`src/shared/irq_agg_params.svh`:
```
// Constants for the interrupt aggregator and its core-side bridge
`ifndef IRQ_AGG_PARAMS_SVH
`define IRQ_AGG_PARAMS_SVH

// Source counts and widths
`define IAG_LEVEL_COUNT 16
`define IAG_EDGE_COUNT 8
`define IAG_SRC_COUNT 24
`define IAG_ID_W 5
`define IAG_ADDR_W 12
`define IAG_DATA_W 8

// Device register offsets on the link
`define IAG_MASK0_OFF 12'h640
`define IAG_MASK1_OFF 12'h641
`define IAG_MASK2_OFF 12'h642
`define IAG_CTRL_OFF 12'h643
`define IAG_PRIO0_OFF 12'h644
`define IAG_PRIO1_OFF 12'h645
`define IAG_PRIO2_OFF 12'h646
`define IAG_SRC0_OFF 12'h648
`define IAG_SRC1_OFF 12'h649
`define IAG_SRC2_OFF 12'h64A

// Device field positions and reset values
`define IAG_CTRL_GIE_BIT 0
`define IAG_CTRL_MULTI_BIT 1
`define IAG_CTRL_W 2
`define IAG_EDGE_VALID 8'h7F
`define IAG_RESET_BYTE 8'h00
`define IAG_RESET_SRC 24'h000000
`define IAG_RESET_ID 5'h00

// Bridge register offsets on APB
`define BR_CMD_OFF 12'h000
`define BR_STATUS_OFF 12'h004
`define BR_INT_STATUS_OFF 12'h008
`define BR_INT_MASK_OFF 12'h00C

// Bridge field positions
`define BR_CMD_WDATA_LSB 12
`define BR_CMD_WRITE_BIT 20
`define BR_ST_BUSY_BIT 0
`define BR_ST_RDATA_LSB 8
`define BR_ST_IRQ_BIT 16
`define BR_ST_HIGH_BIT 17
`define BR_ST_ID_LSB 18
`define BR_EV_DONE_BIT 0
`define BR_EV_IRQ_BIT 1
`define BR_EV_W 2
`define BR_RESET_EV 2'h0
`define BR_RESET_WORD 32'h00000000

`endif

```
`src/shared/irq_agg_pkg.sv`:
```
// Types shared by both ends of the interrupt link
package irq_agg_pkg;
	typedef enum logic [1:0] {
		HS_IDLE = 2'b01,
		HS_WAIT = 2'b10
	} bridge_state_e;
	typedef logic [4:0] source_id_t;
	typedef logic [7:0] reg_byte_t;
endpackage

```
`src/shared/irq_link_if.sv`:
```
// Link between the interrupt aggregator and the core-side bridge
`timescale 1ns/10ps
interface irq_link_if;
	logic req;
	logic wr;
	logic [11:0] addr;
	logic [7:0] wdata;
	logic [7:0] rdata;
	logic ack;
	logic irq;
	logic irq_high;
	logic [4:0] irq_id;
	modport device (
		input req,
		input wr,
		input addr,
		input wdata,
		output rdata,
		output ack,
		output irq,
		output irq_high,
		output irq_id
	);
	modport host (
		output req,
		output wr,
		output addr,
		output wdata,
		input rdata,
		input ack,
		input irq,
		input irq_high,
		input irq_id
	);
endinterface

```
`src/irq_aggregator.sv`:
```
// Interrupt aggregator: 24 sources, masks, priorities, flags and request
`timescale 1ns/10ps
`include "irq_agg_params.svh"

// Operation
// - 24 sources: 16 level, 8 edge
// - Byte 0 maps host, serial, FIFO, DMA, timers
// - Byte 1 maps key engine, PWM, radio, USB
// - Byte 2 maps pins, timers, USB; bit7 reserved
// - Mask one enables source; masks reset zero
// - Control bit 0 gates all requests
// - Control bit 1 is plain storage
// - Priority bytes, one selects high, reset zero
// - High priority requests presented before low
// - Software leaves priorities at reset values
// - Requesting source sets its flag bit
// - Flag word puts byte 2 on top
// - Edge flag held until one written
// - Level flag follows source module status
// - Core suspends, services, then resumes
// - Software masks, enables, then reads flags
module irq_aggregator
	import irq_agg_pkg::*;
#(
	parameter int LEVEL_COUNT = `IAG_LEVEL_COUNT,
	parameter int EDGE_COUNT = `IAG_EDGE_COUNT
) (
	// Clock and reset
	input wire logic pclk,
	input wire logic presetn,
	// Core-facing link
	irq_link_if.device link,
	// Level sources, status of their modules
	input wire logic [LEVEL_COUNT-1:0] level_src,
	// Edge sources, set on rising edge
	input wire logic [EDGE_COUNT-1:0] edge_src
);

	localparam int SRC_COUNT = LEVEL_COUNT + EDGE_COUNT;
	localparam logic [7:0] EDGE_VALID = `IAG_EDGE_VALID;

	// The byte map below is fixed; other counts cannot be served
	if (LEVEL_COUNT != `IAG_LEVEL_COUNT || EDGE_COUNT != `IAG_EDGE_COUNT) begin : g_bad
		$error("irq_aggregator needs 16 level and 8 edge sources");
	end

	// Register state
	logic [SRC_COUNT-1:0] mask_q;
	logic [SRC_COUNT-1:0] mask_d;
	logic [SRC_COUNT-1:0] prio_q;
	logic [SRC_COUNT-1:0] prio_d;
	logic [`IAG_CTRL_W-1:0] ctrl_q;
	logic [`IAG_CTRL_W-1:0] ctrl_d;

	// Flag state
	logic [LEVEL_COUNT-1:0] level_flag_q;
	logic [EDGE_COUNT-1:0] edge_flag_q;
	logic [EDGE_COUNT-1:0] edge_flag_d;
	logic [EDGE_COUNT-1:0] edge_prev_q;
	logic [EDGE_COUNT-1:0] edge_set;
	logic [EDGE_COUNT-1:0] edge_clr;

	// Link answer and request outputs
	logic ack_q;
	reg_byte_t rdata_q;
	reg_byte_t rdata_d;
	logic irq_q;
	logic irq_high_q;
	source_id_t irq_id_q;

	// Request decode
	logic take;
	logic wr;
	logic hit_m0;
	logic hit_m1;
	logic hit_m2;
	logic hit_ctrl;
	logic hit_p0;
	logic hit_p1;
	logic hit_p2;
	logic hit_s0;
	logic hit_s1;
	logic hit_s2;

	// Request selection
	logic [SRC_COUNT-1:0] flags;
	logic [SRC_COUNT-1:0] active;
	logic [SRC_COUNT-1:0] hi_active;
	logic [SRC_COUNT-1:0] lo_active;
	logic any_active;
	logic any_high;
	source_id_t sel_id;

	// Lowest index of a set bit, zero when none
	function automatic source_id_t pick_lowest(input logic [SRC_COUNT-1:0] v);
		source_id_t id;
		id = `IAG_RESET_ID;
		for (int i = SRC_COUNT - 1; i >= 0; i--) begin
			if (v[i]) begin
				id = source_id_t'(i);
			end
		end
		return id;
	endfunction

	// A request is taken once; the ack cycle blocks a second take
	assign take = link.req & ~ack_q;
	assign wr = take & link.wr;

	// Address decode
	assign hit_m0 = link.addr == `IAG_MASK0_OFF;
	assign hit_m1 = link.addr == `IAG_MASK1_OFF;
	assign hit_m2 = link.addr == `IAG_MASK2_OFF;
	assign hit_ctrl = link.addr == `IAG_CTRL_OFF;
	assign hit_p0 = link.addr == `IAG_PRIO0_OFF;
	assign hit_p1 = link.addr == `IAG_PRIO1_OFF;
	assign hit_p2 = link.addr == `IAG_PRIO2_OFF;
	assign hit_s0 = link.addr == `IAG_SRC0_OFF;
	assign hit_s1 = link.addr == `IAG_SRC1_OFF;
	assign hit_s2 = link.addr == `IAG_SRC2_OFF;

	// Mask bytes: level bytes 0 and 1, edge byte 2 without bit 7
	assign mask_d[7:0] = (wr & hit_m0) ? link.wdata : mask_q[7:0];
	assign mask_d[15:8] = (wr & hit_m1) ? link.wdata : mask_q[15:8];
	assign mask_d[23:16] = (wr & hit_m2) ? (link.wdata & EDGE_VALID) : mask_q[23:16];

	// Priority bytes share the mask layout
	assign prio_d[7:0] = (wr & hit_p0) ? link.wdata : prio_q[7:0];
	assign prio_d[15:8] = (wr & hit_p1) ? link.wdata : prio_q[15:8];
	assign prio_d[23:16] = (wr & hit_p2) ? (link.wdata & EDGE_VALID) : prio_q[23:16];

	// Control: global enable and a storage bit
	assign ctrl_d = (wr & hit_ctrl) ? link.wdata[`IAG_CTRL_W-1:0] : ctrl_q;

	// Per-bit edge capture; a new edge outranks a clearing write
	for (genvar g = 0; g < EDGE_COUNT; g++) begin : g_edge
		assign edge_set[g] = edge_src[g] & ~edge_prev_q[g] & EDGE_VALID[g];
		assign edge_clr[g] = wr & hit_s2 & link.wdata[g];
		assign edge_flag_d[g] = edge_set[g] | (edge_flag_q[g] & ~edge_clr[g]);
	end

	// Flag word: edge byte on top, timer 0 at bit 0
	assign flags = {edge_flag_q, level_flag_q};
	assign active = flags & mask_q;
	assign hi_active = active & prio_q;
	assign lo_active = active & ~prio_q;
	assign any_active = |active;
	assign any_high = |hi_active;
	assign sel_id = any_high ? pick_lowest(hi_active) : pick_lowest(lo_active);

	// Read selection; unmapped offsets read as zero
	assign rdata_d = hit_m0 ? mask_q[7:0] :
		hit_m1 ? mask_q[15:8] :
		hit_m2 ? mask_q[23:16] :
		hit_ctrl ? reg_byte_t'(ctrl_q) :
		hit_p0 ? prio_q[7:0] :
		hit_p1 ? prio_q[15:8] :
		hit_p2 ? prio_q[23:16] :
		hit_s0 ? flags[7:0] :
		hit_s1 ? flags[15:8] :
		hit_s2 ? flags[23:16] :
		`IAG_RESET_BYTE;

	// Software-written registers
	always_ff @(posedge pclk or negedge presetn) begin
		if (!presetn) begin
			mask_q <= `IAG_RESET_SRC;
			prio_q <= `IAG_RESET_SRC;
			ctrl_q <= '0;
		end else begin
			mask_q <= mask_d;
			prio_q <= prio_d;
			ctrl_q <= ctrl_d;
		end
	end

	// Source flags: level flags track status, edge flags are sticky
	always_ff @(posedge pclk or negedge presetn) begin
		if (!presetn) begin
			level_flag_q <= '0;
			edge_flag_q <= '0;
			edge_prev_q <= '0;
		end else begin
			level_flag_q <= level_src;
			edge_flag_q <= edge_flag_d;
			edge_prev_q <= edge_src;
		end
	end

	// Link answer one cycle after a take
	always_ff @(posedge pclk or negedge presetn) begin
		if (!presetn) begin
			ack_q <= 1'b0;
			rdata_q <= `IAG_RESET_BYTE;
		end else begin
			ack_q <= take;
			if (take) begin
				rdata_q <= link.wr ? `IAG_RESET_BYTE : rdata_d;
			end
		end
	end

	// Request line with the winning source and its class
	always_ff @(posedge pclk or negedge presetn) begin
		if (!presetn) begin
			irq_q <= 1'b0;
			irq_high_q <= 1'b0;
			irq_id_q <= `IAG_RESET_ID;
		end else begin
			irq_q <= ctrl_q[`IAG_CTRL_GIE_BIT] & any_active;
			irq_high_q <= ctrl_q[`IAG_CTRL_GIE_BIT] & any_high;
			irq_id_q <= sel_id;
		end
	end

	// Link outputs
	assign link.ack = ack_q;
	assign link.rdata = rdata_q;
	assign link.irq = irq_q;
	assign link.irq_high = irq_high_q;
	assign link.irq_id = irq_id_q;

endmodule

```
`src/flat_wrapper.sv`:
```
// flat-port wrapper written by rule: the top's interface ports become plain ports
module irq_aggregator_flat import irq_agg_pkg::*;
#(
	parameter int LEVEL_COUNT = `IAG_LEVEL_COUNT,
	parameter int EDGE_COUNT = `IAG_EDGE_COUNT
)
  (pclk, presetn, level_src, edge_src, link_req, link_wr, link_addr, link_wdata, link_rdata, link_ack, link_irq, link_irq_high, link_irq_id);
  irq_link_if link_i ();
  input wire logic pclk;
  input wire logic presetn;
  input wire logic [LEVEL_COUNT-1:0] level_src;
  input wire logic [EDGE_COUNT-1:0] edge_src;
  input wire logic [$bits(link_i.req)-1:0] link_req;
  input wire logic [$bits(link_i.wr)-1:0] link_wr;
  input wire logic [$bits(link_i.addr)-1:0] link_addr;
  input wire logic [$bits(link_i.wdata)-1:0] link_wdata;
  output wire logic [$bits(link_i.rdata)-1:0] link_rdata;
  output wire logic [$bits(link_i.ack)-1:0] link_ack;
  output wire logic [$bits(link_i.irq)-1:0] link_irq;
  output wire logic [$bits(link_i.irq_high)-1:0] link_irq_high;
  output wire logic [$bits(link_i.irq_id)-1:0] link_irq_id;
  assign link_i.req = link_req;
  assign link_i.wr = link_wr;
  assign link_i.addr = link_addr;
  assign link_i.wdata = link_wdata;
  assign link_rdata = link_i.rdata;
  assign link_ack = link_i.ack;
  assign link_irq = link_i.irq;
  assign link_irq_high = link_i.irq_high;
  assign link_irq_id = link_i.irq_id;
  irq_aggregator #(.LEVEL_COUNT(LEVEL_COUNT), .EDGE_COUNT(EDGE_COUNT)) u_core (.pclk(pclk), .presetn(presetn), .link(link_i), .level_src(level_src), .edge_src(edge_src));
endmodule
```
`config.mk`:
```
export PLATFORM = sky130hd
export DESIGN_NAME = irq_aggregator_flat
export DESIGN_NICKNAME = d
export VERILOG_FILES = /design/src/shared/irq_agg_pkg.sv /design/src/shared/irq_link_if.sv /design/src/irq_aggregator.sv /design/src/flat_wrapper.sv
export VERILOG_INCLUDE_DIRS = /design/src /design/src/shared
export SDC_FILE = /design/constraint.sdc
export NUM_CORES = 1
export LEC_CHECK = 0
export ABC_AREA = 1
export BUFFER_PORTS_ARGS = -buffer_cell sky130_fd_sc_hd__buf_2
export CAP_MARGIN = 0
export CORE_MARGIN = 1
export CORE_UTILIZATION = 55
export DETAILED_ROUTE_END_ITERATION = 8
export GPL_ROUTABILITY_DRIVEN = 0
export PLACE_DENSITY_LB_ADDON = 0.12
export SLEW_MARGIN = 20
export SYNTH_ARGS = -nofsm -noshare
export SYNTH_HDL_FRONTEND = slang
export SYNTH_SLANG_ARGS = --single-unit
```
`constraint.sdc`:
```
create_clock -name pclk -period 1.8 [get_ports pclk]
set_input_delay 0 -clock pclk [delete_from_list [all_inputs] [get_ports pclk]]
set_output_delay 0 -clock pclk [all_outputs]
set_load 0.05 [all_outputs]
```
==> results of run 1 <==
sequential cells by signal (all words and copies together) (netlist names):
| signal | count |
|---|---|
| u_core.edge_flag_q | 8 |
| u_core.link.irq_id | 5 |
| u_core.link.irq | 1 |
| u_core.ctrl_q | 2 |
| u_core.link.rdata | 8 |
| u_core.link.ack | 1 |
| u_core.mask_q | 23 |
| u_core.edge_prev_q | 7 |
| u_core.link.irq_high | 1 |
| u_core.level_flag_q | 16 |
| u_core.prio_q | 23 |
cell usage after synthesis:
cell,n,area share [%]
nand2_1,201,16
dfrtp_1,95,49
o21ai_0,74,7.7
nor2_1,72,5.6
inv_1,67,5.2
nand3_1,50,5.2
nand4_1,15,2.0
a21oi_1,13,1.4
o211ai_1,12,1.9
a31oi_1,7,0.91
clkbuf_1,6,0.47
nor3_1,6,0.62
nor2_2,4,0.52
inv_2,3,0.23
o2111ai_1,3,0.55
nand2_2,2,0.26
nor2_4,2,0.47
nor4_1,2,0.26
or2_1,2,0.26
and3_1,1,0.13
buf_4,1,0.16
buf_6,1,0.23
clkinv_1,1,0.078
nand3_2,1,0.21
o211ai_2,1,0.26
o21ai_1,1,0.10
o221ai_1,1,0.18
timing repair:
item                       4_1_cts  5_1_grt
gates resized for setup          0        3
hold buffers                    26        0
setup endpoints to repair        1        3
pin swaps                        1        3
buffers inserted                 2        1
hold endpoints to repair        70        0
cell families (layout without fill, tap and decap cells):
| logic type | Yosys count | after routing | share of synthesized area (%) |
|---|---|---|---|
| AND/OR/NAND/NOR | 358 | 358 | 31.21 |
| AO/OA/AOI/OAI | 112 | 112 | 12.94 |
| flip-flops | 95 | 95 | 49.45 |
| buffers and inverters | 79 | 198 | 6.403 |
cell type report:
type	instances	area, um2
Multi-Input combinational cell	470	2135
Clock inverter	5	58.81
Tap cell	105	131.4
Inverter	71	266.5
Sequential cell	95	2377
Fill cell	729	2482
Clock buffer	11	131.4
Timing Repair Buffer	111	758.2
where the power goes:
| part | switching [W] | leakage, nW | internal, W |
|---|---|---|---|
| Clock | 0.000734 | 0.0895 | 0.000643 |
| Sequential | 0.0000278 | 1.24 | 0.00216 |
| Combinational | 0.000152 | 1.76 | 0.000100 |
routing by layer:
layer	GRT usage, %	part of all wire, %	vias up
met5	0	0	-
met4	11.07	2.7	0
met3	4.785	7.8	38
met2	51.61	46	233
met1	42.57	43	2206
li1	-	-	2328
per-stage QoR:
| stage | TNS (ps) | power [W] | util, % | hold slack (ps) | setup slack [ps] |
|---|---|---|---|---|---|
| floorplan | 0 | 0.002290 | - | -295.6 | 32.47 |
| global placement | 0 | 0.002435 | 64.42 | -5.993 | 69.14 |
| detailed placement | 0 | 0.002441 | 64.42 | -3.245 | 34.08 |
| CTS | 0 | 0.003856 | 70.00 | 9.853 | 0.1796 |
| global route | -513.3 | 0.003965 | 70.24 | 22.05 | -272.0 |
| finish | -79.02 | 0.003820 | 70.24 | 16.65 | -43.02 |
worst max path at each step:
| stage | endpoint | cells past startpoint | slack, ps |
|---|---|---|---|
| 2_1_floorplan | u_core.mask_q[13] | 7 | 30 |
| 3_3_place_gp | u_core.link.irq_id[0] | 24 | 70 |
| 3_5_place_dp | u_core.link.irq_id[0] | 24 | 30 |
| 4_1_cts | u_core.link.irq_id[0] | 24 | 0.2 |
| 5_1_grt | u_core.link.irq_id[0] | 24 | -270 |
| 6_report | u_core.link.irq_id[0] | 24 | -40 |
worst min-delay path: cells and delay by family:
| kind | cells | cell delay [ps] |
|---|---|---|
| buf+inv | 2 | 180 |
| compound gates | 1 | 170 |
==> out/qor.yml, run 1 <==
run_status: "complete, but fails checks"
failed_checks: "negative setup slack"
top_level_ports: 64
synthCells: 644
layout_common_cells: "nand2_1 (201), dfrtp_1 (95), o21ai_0 (74)"
antenna_found_initial: 0
cap_viol_max_count: 0
cts_tree: "built"
finalCritPeriodShare_pct: 102.4
cts_root_buf: "clkbuf_8"
max-slew-margin-rel_pct: 63.58
cts_buffers: 9
syn_area_um2: 4807
min_from: "link_wdata[5]"
setup_viol_count_final: 2
drt-total-wl_um: 13620
dieArea_um2: 9118
vias: 4805
gr-total-overflow: 0
cts_sinks: 95
yosysSeqAreaShare_pct: 49.45
cpMostUsedCell: "nand2_1"
path_delay_family: "simple AND/OR/NAND/NOR gates"
layout.nets: 806
place_area_um2: 5373
antennaDiodeCount: 0
fmax_mhz: 542.6
peakVddDrop_mv: 0.5607
r2r_start: "u_core.edge_flag_q[5]"
grt_max_degree: 43
whs_endpoint: "u_core.prio_q[21]"
ys_types: 27
clock_latency_ps: 370
wl_per_cell_um: 15.69
core_area_um2: 8341
io_buffers: 62
synth_area_per_cell_um2: 7.464
leakagePower_nw: 3.091
hold_path.class: "in2reg"
cp_slowest_stage_delay_ps: 420
reg2reg_depth: 24
drive_gt1_share_pct: 14.94
min_delay_path_depth: 3
crit_type: "reg2reg"
cp-end-kind: "flop"
fp.dieW_um: 95.49
cp.arrival_ps: 2100
critPathMaxFanout: 4
grt_pass1_vias: 4380
finalHoldViolCount: 0
dp_cells: 823
crit_chain: "nand2_2, nor2_1, nand2_1, nand2_1, nand2_1, nand2_1, nand2_1, nand2_1, nand2_1, nand2_1, nand2_1, nand2_1, nand2_1, nand2_1, nand2_1, nand2_1, nand2_1, nand2_1, nand2_1, nand2_1, nand2_1, nand2_1, nand2_1, nand2_1"
powerDensity_nw_per_um2: 652.1
hpwl_um: 10320
rsz0062_at_grt: "yes"
required_ps: 2060
routed_via_density: 5.536
critical_path.slowest_cell: "dfrtp_1"
antenna_left: 0
final_common_cell: "nand2_1"
tightest_slew_ps: 541.4
dieHeight_um: 95.49
crit_start: "u_core.edge_flag_q[5]"
finalClockSkew_ps: 10.54
fin_area_um2: 5858
rrSetupSlack_ps: -40
drcViolationCount: 0
cts.clk_slew.worst_paths_ps: 90
synth_warnings: 0
fin_ws_ps: -43.02
clockBufferDepth: 2
syn_nets: 692
synth-seq-cells: 95
period_needed_ps: 1843
area_delta_synth_final_pct: 21.86
dr.pass1.iters: 5
final_cells: 868
drt_iter0_markers: 454
cts_htree_levels: 3
start_kind: "flop"
start_util_pct: 57.64
grt_usage_pct: 31.54
r2r_end: "u_core.link.irq_id[0]"
drv_slew: 0
crit_buf_inv: 0
row_count: 33
grt_first_pass_wirelength_um: 21360
No activity file was read; power rests on OpenSTA's default activity.
==> run 2: changes to the inputs <==
--- a/config.mk
+++ b/config.mk
@@ -6,11 +6,10 @@
 export SDC_FILE = /design/constraint.sdc
 export NUM_CORES = 1
 export LEC_CHECK = 0
-export ABC_AREA = 1
 export BUFFER_PORTS_ARGS = -buffer_cell sky130_fd_sc_hd__buf_2
 export CAP_MARGIN = 0
 export CORE_MARGIN = 1
-export CORE_UTILIZATION = 55
+export CORE_UTILIZATION = 58
 export DETAILED_ROUTE_END_ITERATION = 8
 export GPL_ROUTABILITY_DRIVEN = 0
 export PLACE_DENSITY_LB_ADDON = 0.12
==> out/qor.yml, run 2 <==
run_status: "complete, but fails checks"
yosysMostFrequentCell: "dfrtp_1"
muxShareOfSynthArea_pct: 11.90  # +12 points
synth_adder_area_share_pct: 0  # unchanged
synth-seq-cells: 95  # unchanged
drt_iter0_markers: 561  # +24%
start_kind: "flop"
syn_area_um2: 4911  # +2.2%
synth_area_per_cell_um2: 10.36  # +39%
finalClockSkew_ps: 9.634  # -0.9063 ps
synth-edff-count: 0  # unchanged
required_ps: 2100  # +40 ps
peakVddDrop_mv: 0.5178  # -7.7%
m1WireLength_um: 5867  # -0.88%
cap_viol_max_count: 0  # unchanged
cts_root_buf: "clkbuf_8"
critPathMaxFanout: 3  # -1
dr.pass1.iters: 8  # +3
rsz0062_at_grt: "yes"
drive_gt1_share_pct: 32.10  # +17 points
max-slew-margin-rel_pct: 62.57  # -1.0 points
powerDensity_nw_per_um2: 646.1  # -0.92%
crit_type: "reg2reg"
crit_start: "u_core.level_flag_q[1]"
cp-endpoint: "u_core.link.irq_id[0]"
yosysSeqAreaShare_pct: 48.41  # -1.0 points
synth_warnings: 0  # unchanged
netlist.top_cell.by_area: "dfrtp_1"
layout.nets: 663  # -18%
cp-end-kind: "flop"
largestRegisters: "u_core.mask_q x23, u_core.prio_q x23, u_core.level_flag_q x16"
drt-total-wl_um: 15020  # +10%
final_common_cell: "dfrtp_1"
antenna_left: 0  # unchanged
r2r_start: "u_core.level_flag_q[1]"
critical_path.slowest_cell: "dfrtp_1"
synth_top_area_share_pct: 48.41  # -1.0 points
synth_compound_area_share_pct: 17.04  # +4.1 points
met2_length_um: 7238  # +16%
antennaDiodeCount: 0  # unchanged
fmax_mhz: 528.9  # -2.5%
cts.clk_slew.worst_paths_ps: 100  # about the same
switching_power_w: 0.001043  # +14%
io_buffers: 62  # unchanged
cts_sinks: 95  # unchanged
combPwrFrac_pct: 9.5  # +2.9 points
crit_chain: "and3_1, a31oi_1, and2_1, nand4_1, xor2_1, a2bb2oi_2"
setup_tns_ps: -214.4  # -135.4 ps
top_layer: "met4"
gr-total-overflow: 0  # unchanged
utilization_pct: 76.84  # +6.6 points
wl_per_cell_um: 20.72  # +32%
start_util_pct: 59.77  # +2.1 points
row_count: 33  # unchanged
core_area_um2: 8217  # -1.5%
synth_area_leaders: "dfrtp_1 (48%), mux2_2 (9.4%), nand2_1 (4.0%)"
area_delta_synth_final_pct: 28.56
yosys.area_share.xor_xnor_pct: 0.1783  # +0.18 points
vias: 4617  # -3.9%
cp_slowest_stage_delay_ps: 420  # about the same
hold_path.class: "in2async"
cts_buffers: 9  # unchanged
grt_max_degree: 38  # -12%
rrSetupSlack_ps: -90  # -50 ps
path_delay_family: "simple AND/OR/NAND/NOR gates"
fin_ws_ps: -90.85  # -47.84 ps
ys_types: 63  # +130%
p_clk_share_pct: 36.8  # +0.8 points
routed_via_density: 6.368  # +15%
syn_nets: 522  # -25%
intPower_w: 0.003037  # +4.5%
drv_slew: 0  # unchanged
failed_checks: "negative setup slack"
finalHoldViolCount: 0  # unchanged
p_sw_share_pct: 25.56  # +1.6 points
cp.arrival_ps: 2190  # +90 ps
seqPwrFrac_pct: 53.7  # -3.6 points
n_fill_cell: 584  # -20%
p_total_w: 0.004079  # +6.8%
cts_htree_levels: 3  # unchanged
synth-simple-area-share_pct: 19.77  # -11 points
hpwl_um: 10860  # +5.3%
clock_latency_ps: 370  # about the same
synth_top_family_by_area: "simple AND/OR/NAND/NOR gates"
setup_viol_count_final: 3  # +1
antenna_found_initial: 0  # unchanged
clockBufferDepth: 2  # unchanged
grt_pass1_vias: 4622  # +5.5%
synth_async_sr_flop_share_pct: 100.0  # unchanged
dieHeight_um: 94.02  # -1.5%
synth_common_cells: "dfrtp_1 (95), nand2_1 (52), mux2_2 (41)"
finalCritPeriodShare_pct: 105.0  # +2.7 points
leakagePower_nw: 3.023  # -2.2%
period_needed_ps: 1891  # +47.84 ps
r2r_end: "u_core.link.irq_id[0]"
crit_buf_inv: 0  # unchanged
fp.dieW_um: 94.02  # -1.5%
layout_common_cells: "dfrtp_1 (94), buf_2 (61), nand2_1 (51)"
reg2reg_depth: 6  # -75%
drcViolationCount: 0  # unchanged
synthFlopType: "dfrtp_1"
synthCells: 474  # -26%
tightest_slew_ps: 561.4  # +20.00 ps
dieArea_um2: 8839  # -3.1%
cts_tree: "built"
wl_met3_um: 1225  # +15%
grt_first_pass_wirelength_um: 23330  # +9.2%
grt_usage_pct: 35.81  # +4.3 points
worst-path-stages: 6  # -75%
top_level_ports: 64  # unchanged
[run 2: cell types whose count changed after synthesis, sizes merged, moves of 8 or more]
cell | before | now
mux2 | 0 | 41
o21ai | 75 | 30
nand4 | 15 | 5
nand2 | 203 | 54
a21oi | 13 | 21
inv | 70 | 18
nand2b | 0 | 11
nor2 | 78 | 22
and3 | 1 | 10
nand3 | 51 | 20
o22ai | 0 | 10
mux2i | 0 | 10
o211ai | 13 | 4
[run 2: cell type report]
class,count,area [um2],area share [%]
flip-flops and latches,95,2379,37.67
clock inverters,6,75.07,1.189
clock buffers,10,137.6,2.180
multi-input cells,347,2491,39.46
repair buffers,143,1028,16.29
well taps,105,131.4,2.081
inverters,19,71.32,1.130
[run 2: worst min path at each step]
| stage | from | to | cells past startpoint |
|---|---|---|---|
| after global placement | presetn | u_core.edge_flag_q[1] | 1 |
| final | presetn | u_core.mask_q[17] | 2 |
| after detailed placement | presetn | u_core.mask_q[17] | 1 |
| after CTS | presetn | u_core.mask_q[17] | 2 |
| after global routing | presetn | u_core.mask_q[17] | 2 |
| after floorplan | presetn | u_core.ctrl_q[0] | 0 |
[run 2: repair_timing]
| item | 4_1_cts | 5_1_grt |
|---|---|---|
| hold buffers | 33 | 0 |
| buffers inserted | 4 | 4 |
| hold endpoints to repair | 166 | 0 |
| pin swaps | 6 | 7 |
| resized for setup | 7 | 9 |
| setup endpoints to repair | 3 | 6 |
[run 2: per-stage QoR]
| step | std cells | setup WS (ps) | instance area (um2) | hold slack, ps |
|---|---|---|---|---|
| floorplan | 474 | 26.27 | 4941 | -295.6 |
| global placement | 668 | 29.07 | 5649 | -121.3 |
| detailed placement | 668 | -47.18 | 5649 | -121.0 |
| CTS | 721 | -9.103 | 6245 | 30.12 |
| global route | 725 | -192.3 | 6314 | 50.53 |
| finish | 725 | -90.85 | 6314 | 26.36 |
[run 2: power groups by stage]
| stage | clock (W) | combinational [W] | sequential, W |
|---|---|---|---|
| after global routing | 0.00162 | 0.000419 | 0.00219 |
| after detailed placement | 0 | 0.000319 | 0.00223 |
| after CTS | 0.00153 | 0.000378 | 0.00219 |
| final | 0.00150 | 0.000386 | 0.00219 |
| after global placement | 0 | 0.000313 | 0.00223 |
| after floorplan | 0 | 0.000132 | 0.00224 |
[run 2: layer usage]
layer / vias to the layer above / track usage [%]
met5: - / 0
met3: 68 / 6.472
li1: 2069 / -
met2: 281 / 58.21
met4: 0 / 19.23
met1: 2199 / 45.33
[run 2: kinds of logic after synthesis]
logic type | Yosys count
XOR/XNOR | 1
AO/OA/AOI/OAI | 125
flip-flops | 95
AND/OR/NAND/NOR | 169
buffers and inverters | 32
multiplexers | 52
